[src/design/actc_pkg.sv]
package actc_pkg;

    // basic-clock divider select codes and their CPU-clock divisors
    localparam logic [1:0] BC_SEL_DIV4    = 2'h0;
    localparam logic [1:0] BC_SEL_DIV2    = 2'h1;
    localparam logic [1:0] BC_SEL_DIV16   = 2'h2;
    localparam logic [1:0] BC_SEL_DIV8    = 2'h3;
    localparam logic [4:0] BC_DIV_CODE_00 = 5'h04;
    localparam logic [4:0] BC_DIV_CODE_01 = 5'h02;
    localparam logic [4:0] BC_DIV_CODE_10 = 5'h10;
    localparam logic [4:0] BC_DIV_CODE_11 = 5'h08;
    localparam int         BC_CNT_W       = 5;

    // sample window length in basic-clock periods
    localparam logic [6:0] SMP_LEN_CODE_00 = 7'h08;
    localparam logic [6:0] SMP_LEN_CODE_01 = 7'h10;
    localparam logic [6:0] SMP_LEN_CODE_10 = 7'h20;
    localparam logic [6:0] SMP_LEN_CODE_11 = 7'h40;

    // conversion tail
    localparam logic [6:0] CONV_BC_PERIODS   = 7'h28;
    localparam logic [1:0] FINISH_CPU_CYCLES = 2'h2;

    // clock and widths
    localparam int         CLK_PERIOD_NS = 40;
    localparam int         RESULT_W      = 10;
    localparam int         TIME_W        = 12;

    // reset values
    localparam logic [1:0] SEL_RST = 2'h0;

    typedef enum logic [1:0] {
        ST_IDLE    = 2'b00,
        ST_SAMPLE  = 2'b01,
        ST_CONVERT = 2'b11,
        ST_FINISH  = 2'b10
    } actc_state_t;

    function automatic logic [4:0] bc_div(input logic [1:0] sel);
        unique case (sel)
            BC_SEL_DIV4:  bc_div = BC_DIV_CODE_00;
            BC_SEL_DIV2:  bc_div = BC_DIV_CODE_01;
            BC_SEL_DIV16: bc_div = BC_DIV_CODE_10;
            BC_SEL_DIV8:  bc_div = BC_DIV_CODE_11;
        endcase
    endfunction

    function automatic logic [6:0] smp_len(input logic [1:0] sel);
        unique case (sel)
            2'h0: smp_len = SMP_LEN_CODE_00;
            2'h1: smp_len = SMP_LEN_CODE_01;
            2'h2: smp_len = SMP_LEN_CODE_10;
            2'h3: smp_len = SMP_LEN_CODE_11;
        endcase
    endfunction

endpackage

[src/design/actc_bc_div.sv]
`timescale 1ns/100ps
module actc_bc_div
    import actc_pkg::*;
#(
    parameter int CNT_W = BC_CNT_W
) (
    // clock and reset
    input  wire logic       i_mclk,
    input  wire logic       i_reset,
    // control
    input  wire logic       i_restart,
    input  wire logic [1:0] i_div_sel,
    // basic-clock period tick
    output logic            o_tick
);

    typedef struct packed {
        logic [CNT_W-1:0] cnt;
    } actc_div_reg_t;

    actc_div_reg_t    r_ff;
    actc_div_reg_t    nxt_r;
    logic [CNT_W-1:0] div_last;

    assign div_last = CNT_W'(bc_div(i_div_sel) - 5'h01);
    assign o_tick   = !i_restart && (r_ff.cnt == div_last);

    always_comb begin
        nxt_r = r_ff;
        if (i_restart || r_ff.cnt == div_last) begin
            nxt_r.cnt = '0;
        end else begin
            nxt_r.cnt = r_ff.cnt + CNT_W'(1);
        end
    end

    always_ff @(posedge i_mclk) begin
        if (i_reset) begin
            r_ff <= '0;
        end else begin
            r_ff <= nxt_r;
        end
    end

    // helper: cycles since the previous tick
    logic [CNT_W:0] gap_ff;
    logic           seen_ff;

    always_ff @(posedge i_mclk) begin
        if (i_reset || i_restart) begin
            gap_ff  <= '0;
            seen_ff <= 1'b0;
        end else if (o_tick) begin
            gap_ff  <= '0;
            seen_ff <= 1'b1;
        end else begin
            gap_ff  <= gap_ff + (CNT_W+1)'(1);
        end
    end
endmodule // actc_bc_div

[src/design/actc_top.sv]
// Behaviour
// - divider select 00/01/10/11 gives basic clock of CPU clock /4, /2, /16, /8
// - sample select 00/01/10/11 opens window of 8, 16, 32, 64 basic periods
// - conversion lasts sample window plus 40 basic periods plus 2 CPU clocks
// - input is taken only inside the window; later changes leave the result alone
`timescale 1ns/100ps
module actc_top
    import actc_pkg::*;
#(
    parameter int RES_W = RESULT_W
) (
    // clock and reset
    input  wire logic             I_MCLK,
    input  wire logic             I_RESET,
    // converter control word fields
    input  wire logic [1:0]       I_BASIC_CLOCK_DIVIDER_SELECT,
    input  wire logic [1:0]       I_SAMPLE_TIME_SELECT,
    input  wire logic             I_START,
    // quantised analog input from the pins
    input  wire logic [RES_W-1:0] I_ANALOG,
    // status and result
    output logic                  O_BUSY,
    output logic                  O_SAMPLING,
    output logic                  O_BC_TICK,
    output logic                  O_DONE,
    output logic [RES_W-1:0]      O_RESULT
);

    typedef struct packed {
        actc_state_t      state;
        logic [1:0]       div_sel;
        logic [1:0]       sts_sel;
        logic [6:0]       bc_cnt;
        logic [1:0]       fin_cnt;
        logic [RES_W-1:0] sync1;
        logic [RES_W-1:0] sync2;
        logic [RES_W-1:0] sync3;
        logic [RES_W-1:0] accepted;
        logic [RES_W-1:0] held;
        logic             busy;
        logic             sampling;
        logic             bc_tick;
        logic             done;
        logic [RES_W-1:0] result;
    } actc_reg_t;

    actc_reg_t  r_ff;
    actc_reg_t  nxt_r;
    logic       start_take;
    logic       tick;
    logic [1:0] div_use;

    assign start_take = I_START && (r_ff.state == ST_IDLE);
    // selects are frozen per conversion; a mid-conversion write waits for the next one
    assign div_use    = start_take ? I_BASIC_CLOCK_DIVIDER_SELECT : r_ff.div_sel;

    actc_bc_div #(
        .CNT_W (BC_CNT_W)
    ) actc_bc_div_inst (
        .i_mclk    (I_MCLK),
        .i_reset   (I_RESET),
        .i_restart (start_take),
        .i_div_sel (div_use),
        .o_tick    (tick)
    );

    always_comb begin
        nxt_r         = r_ff;
        nxt_r.done    = 1'b0;
        nxt_r.bc_tick = tick && (r_ff.state != ST_IDLE);
        // three-stage pin synchroniser, change taken once stages two and three agree
        nxt_r.sync1   = I_ANALOG;
        nxt_r.sync2   = r_ff.sync1;
        nxt_r.sync3   = r_ff.sync2;
        if (r_ff.sync2 == r_ff.sync3) begin
            nxt_r.accepted = r_ff.sync3;
        end
        unique case (r_ff.state)
            ST_IDLE: begin
                if (start_take) begin
                    nxt_r.state   = ST_SAMPLE;
                    nxt_r.div_sel = I_BASIC_CLOCK_DIVIDER_SELECT;
                    nxt_r.sts_sel = I_SAMPLE_TIME_SELECT;
                    nxt_r.bc_cnt  = '0;
                end
            end
            ST_SAMPLE: begin
                nxt_r.held = r_ff.accepted;
                if (tick) begin
                    if (r_ff.bc_cnt == smp_len(r_ff.sts_sel) - 7'h01) begin
                        nxt_r.state  = ST_CONVERT;
                        nxt_r.bc_cnt = '0;
                    end else begin
                        nxt_r.bc_cnt = r_ff.bc_cnt + 7'h01;
                    end
                end
            end
            ST_CONVERT: begin
                if (tick) begin
                    if (r_ff.bc_cnt == CONV_BC_PERIODS - 7'h01) begin
                        nxt_r.state   = ST_FINISH;
                        nxt_r.fin_cnt = '0;
                    end else begin
                        nxt_r.bc_cnt = r_ff.bc_cnt + 7'h01;
                    end
                end
            end
            ST_FINISH: begin
                if (r_ff.fin_cnt == FINISH_CPU_CYCLES - 2'h1) begin
                    nxt_r.state  = ST_IDLE;
                    nxt_r.done   = 1'b1;
                    nxt_r.result = r_ff.held;
                end else begin
                    nxt_r.fin_cnt = r_ff.fin_cnt + 2'h1;
                end
            end
        endcase
        nxt_r.busy     = (nxt_r.state != ST_IDLE);
        nxt_r.sampling = (nxt_r.state == ST_SAMPLE);
    end

    always_ff @(posedge I_MCLK) begin
        if (I_RESET) begin
            r_ff         <= '0;
            r_ff.state   <= ST_IDLE;
            r_ff.div_sel <= SEL_RST;
            r_ff.sts_sel <= SEL_RST;
        end else begin
            r_ff <= nxt_r;
        end
    end

    assign O_BUSY     = r_ff.busy;
    assign O_SAMPLING = r_ff.sampling;
    assign O_BC_TICK  = r_ff.bc_tick;
    assign O_DONE     = r_ff.done;
    assign O_RESULT   = r_ff.result;

    // helper: elapsed CPU cycles of the running conversion and of its window
    logic [TIME_W-1:0] elapsed_ff;
    logic [TIME_W-1:0] win_ff;
    logic [TIME_W-1:0] exp_total;
    logic [TIME_W-1:0] exp_win;
    logic [RES_W-1:0]  win_end_val_ff;

    assign exp_win   = TIME_W'(smp_len(r_ff.sts_sel)) * TIME_W'(bc_div(r_ff.div_sel));
    assign exp_total = (TIME_W'(smp_len(r_ff.sts_sel)) + TIME_W'(CONV_BC_PERIODS))
                       * TIME_W'(bc_div(r_ff.div_sel)) + TIME_W'(FINISH_CPU_CYCLES);

    always_ff @(posedge I_MCLK) begin
        if (I_RESET) begin
            elapsed_ff     <= '0;
            win_ff         <= '0;
            win_end_val_ff <= '0;
        end else if (start_take) begin
            elapsed_ff <= '0;
            win_ff     <= '0;
        end else begin
            if (r_ff.busy) begin
                elapsed_ff <= elapsed_ff + TIME_W'(1);
            end
            if (r_ff.sampling) begin
                win_ff         <= win_ff + TIME_W'(1);
                win_end_val_ff <= r_ff.accepted;
            end
        end
    end
endmodule // actc_top

[config.mk]
export PLATFORM = sky130hd
export DESIGN_NAME = actc_top
export DESIGN_NICKNAME = d
export VERILOG_FILES = /design/src/design/actc_pkg.sv /design/src/design/actc_bc_div.sv /design/src/design/actc_top.sv
export SDC_FILE = /design/constraint.sdc
export NUM_CORES = 1
export LEC_CHECK = 0
export BUFFER_PORTS_ARGS = -buffer_cell sky130_fd_sc_hd__buf_2
export CAP_MARGIN = 20
export CORE_ASPECT_RATIO = 0.5
export CORE_UTILIZATION = 40
export CTS_BUF_LIST = sky130_fd_sc_hd__clkbuf_4
export CTS_CLUSTER_SIZE = 28
export DETAILED_ROUTE_END_ITERATION = 8
export PLACE_DENSITY = 0.6
export RECOVER_POWER = 25
export SYNTH_ARGS = -nofsm -noshare
export SYNTH_HDL_FRONTEND = slang
export SYNTH_SLANG_ARGS = --single-unit
[constraint.sdc]
create_clock -name I_MCLK -period 4.15 [get_ports I_MCLK]
set_input_delay 0.415 -clock I_MCLK [delete_from_list [all_inputs] [get_ports I_MCLK]]
set_output_delay 0.415 -clock I_MCLK [all_outputs]
set_load 0.005 [all_outputs]
==> results_dict.tcl <==
set metrics [dict create \
    status "complete, no violations" \
    final_cell_area_um2 3546 \
    initial_core_util 0.4314 \
    synth.avg_cell_area_um2 9.345 \
    drt-initial-drc-count 177 \
    multi_input_area_um2 1424 \
    grtUsageTotal 0.1436 \
    yosysUniqueCellTypes 44 \
    dieHeight_um 66.13 \
    synth_edf_count 0 \
    post_cts_buffers 0 \
    yosys_warnings 0 \
    cp_slowest_cell "nor3b_2" \
    netlist_instances 352 \
    yosysSeqAreaShare 0.5112 \
    hp-start "I_ANALOG[9]" \
    synth_top_area_frac 0.5112 \
    core-area_um2 7625 \
    synth_area_leaders "dfxtp_1 (51%), nor2b_1 (6.1%), nand2_1 (5.8%)" \
    period_share 0.6931 \
    path_class "reg -> reg" \
    synth-async-reset-ratio 0 \
    grt_antenna_before_repair 0 \
    vias 2308 \
    ant_nets 0 \
    grt_pass1_wl_um 9466 \
    clk_path_buf_depth 2 \
    fin_hold_ws_ns 0.1917 \
    pin_count 31 \
    antenna_cells 0 \
    gp_congestion 0.7780 \
    drc 0 \
    grt_max_degree 79 \
    fin_worst_skew_ns 0.01038 \
    cpPeakStageDelay_ns 0.73 \
    placementRows 22 \
    register_area_um2 1682 \
    cp-startpoint "r_ff[77]" \
    final_cells 482 \
    cts_inserted_buffers 9 \
    syn_area_um2 3289 \
    routedWlPerCell_um 11.50 \
    avgViaCountPerCell 4.788 \
    clkLatencyLatePin_ns 0.42 \
    fin_setup_tns_ns 0 \
    min_path_type "in -> reg" \
    grt_setup_unrepaired "false" \
    worstPathMaxFanout 16 \
    finish.net_count 389 \
    dp.cells 466 \
    cp_common_cell "o21ai_0" \
    grt_pass1_vias 2118 \
    clockRootBuffer "clkbuf_4" \
    relSlewSlack 0.4526 \
    hpwlAfterDp_um 3773 \
    worst_setup_path_start_kind "flop" \
    drv_cap 0 \
    setup_slack_ns 1.273 \
    final-setup-viol-count 0 \
    synth-seq-cells 84 \
    clk_pin_slew_ns 0.13 \
    post-place-ws_ns 1.244 \
    grt_overflow 0 \
    max_freq_ghz 0.3476 \
    portBuffers 30 \
    tightest_slew_ns 0.8175 \
    powerDensity_nw_per_um2 376.5 \
    clock_sinks 84 \
    cts_resized 0 \
    cp.required_ns 4.49 \
    slew_viol_final 0 \
    path_cells "nor3b_2 > mux2i_1 > a211oi_2 > o311ai_4 > o21ai_0 > o21ai_0" \
    synth_nets 372 \
    timing.rr.start "r_ff[77]" \
    final_core_util 0.4650 \
    tritoncts "done" \
    synth_top_cell_by_area "dfxtp_1" \
    end_kind "flop" \
    fin_crit_ns 2.877 \
    fin_total_pwr_mw 1.335 \
    arrival_ns 3.22 \
    htreeDepth 3 \
    chipWidth_um 130.2 \
    p_leak_nw 1.410 \
    syn_to_final_growth_pct 7.798 \
    drive_above_1_share 0.1390 \
    hold_buffers 0 \
    place_area_um2 3432 \
    fp.dieArea_um2 8612 \
    fillCellCount 738 \
    wl_um 5544 \
    ir_worst_vdd_mv 0.1682 \
    ys.flop_type "dfxtp_1" \
    dr.pass1.iters 4 \
    hold_violations 0 \
]
cell families after synthesis:
family,share of synthesized area
compound gates,0.1194
mux,0.04564
simple gates,0.2218
flops,0.5112
buf+inv,0.05591
fa+ha+maj,0.01141
xor+xnor,0.03461
synth_stat cells (4+ instances only):
master    count
inv_1         9
nor2b_1      32
nor4_1        5
nand3_1       6
dfxtp_1      84
a21oi_1      33
mux2i_1      15
nand2_1      51
buf_4        11
clkbuf_1     11
or3_1         5
o21ai_0       5
nor2_1       25
xor2_1        9
nand2b_1      5
xnor2_1       4
layer usage:
layer | wire [µm] | vias up | part of all wire | GRT usage
li1 | - | 1208 | - | -
met4 | 48 | 0 | 0.0087 | 0.04797
met3 | 252 | 5 | 0.045 | 0.05583
met1 | 2792 | 1054 | 0.50 | 0.1711
met2 | 2449 | 41 | 0.44 | 0.2374
met5 | 0 | - | 0 | 0
path summary, 6_finish.rpt:
check	endpoint	slack (ns)	cells after the start
min reg2reg	nxt_r[39]	0.45	1
min	nxt_r[53]	0.19	2
max reg2reg	r_ff[66]	1.27	6
max	r_ff[66]	1.27	6
cells in the final DEF (no fill, tap or decap), types with 3 or more instances in the layout:
| master | Yosys | routed |
|---|---|---|
| clkinv_2 | 0 | 3 |
| or3_1 | 5 | 5 |
| nor4_1 | 5 | 5 |
| ha_1 | 3 | 3 |
| o21ai_0 | 5 | 5 |
| nor2_1 | 25 | 25 |
| inv_1 | 9 | 9 |
| mux2i_1 | 15 | 15 |
| clkbuf_4 | 0 | 10 |
| nand3b_1 | 3 | 3 |
| a21oi_1 | 33 | 33 |
| nand2_1 | 51 | 51 |
| nand2b_1 | 5 | 5 |
| xor2_1 | 9 | 9 |
| dfxtp_1 | 84 | 84 |
| xnor2_1 | 4 | 4 |
| nand3_1 | 6 | 6 |
| nor2b_1 | 32 | 32 |
| buf_2 | 0 | 29 |
state kept, by name, indices dropped and copies added, names as in the netlist:
| signal | count |
|---|---|
| r_ff | 45 |
| nxt_r | 20 |
| O_RESULT | 10 |
| actc_bc_div_inst.r_ff | 5 |
| O_BC_TICK | 1 |
| O_BUSY | 1 |
| O_DONE | 1 |
| O_SAMPLING | 1 |
power breakdown:
part	internal (mW)	switching, mW	leakage (nW)
registers	0.828	0.0160	0.684
clock network	0.130	0.268	0.0665
logic	0.0380	0.0555	0.659
worst max-delay path: cells and delay by family, from the launching register on:
| kind | cells | cell delay [ns] |
|---|---|---|
| AO/OA/AOI/OAI | 4 | 1.30 |
| AND/OR/NAND/NOR | 1 | 0.73 |
| multiplexers | 1 | 0.34 |
| flip-flops | 1 | 0.43 |
cell type report:
| type | count | share of cell area |
|---|---|---|
| Sequential cell | 84 | 0.4742 |
| Multi-Input combinational cell | 234 | 0.4016 |
| Timing Repair Buffer | 31 | 0.04411 |
| Tap cell | 108 | 0.03811 |
| Clock buffer | 10 | 0.02117 |
| Clock inverter | 6 | 0.01129 |
| Inverter | 9 | 0.009527 |
Note: power is estimated with default switching activity, not from simulation.
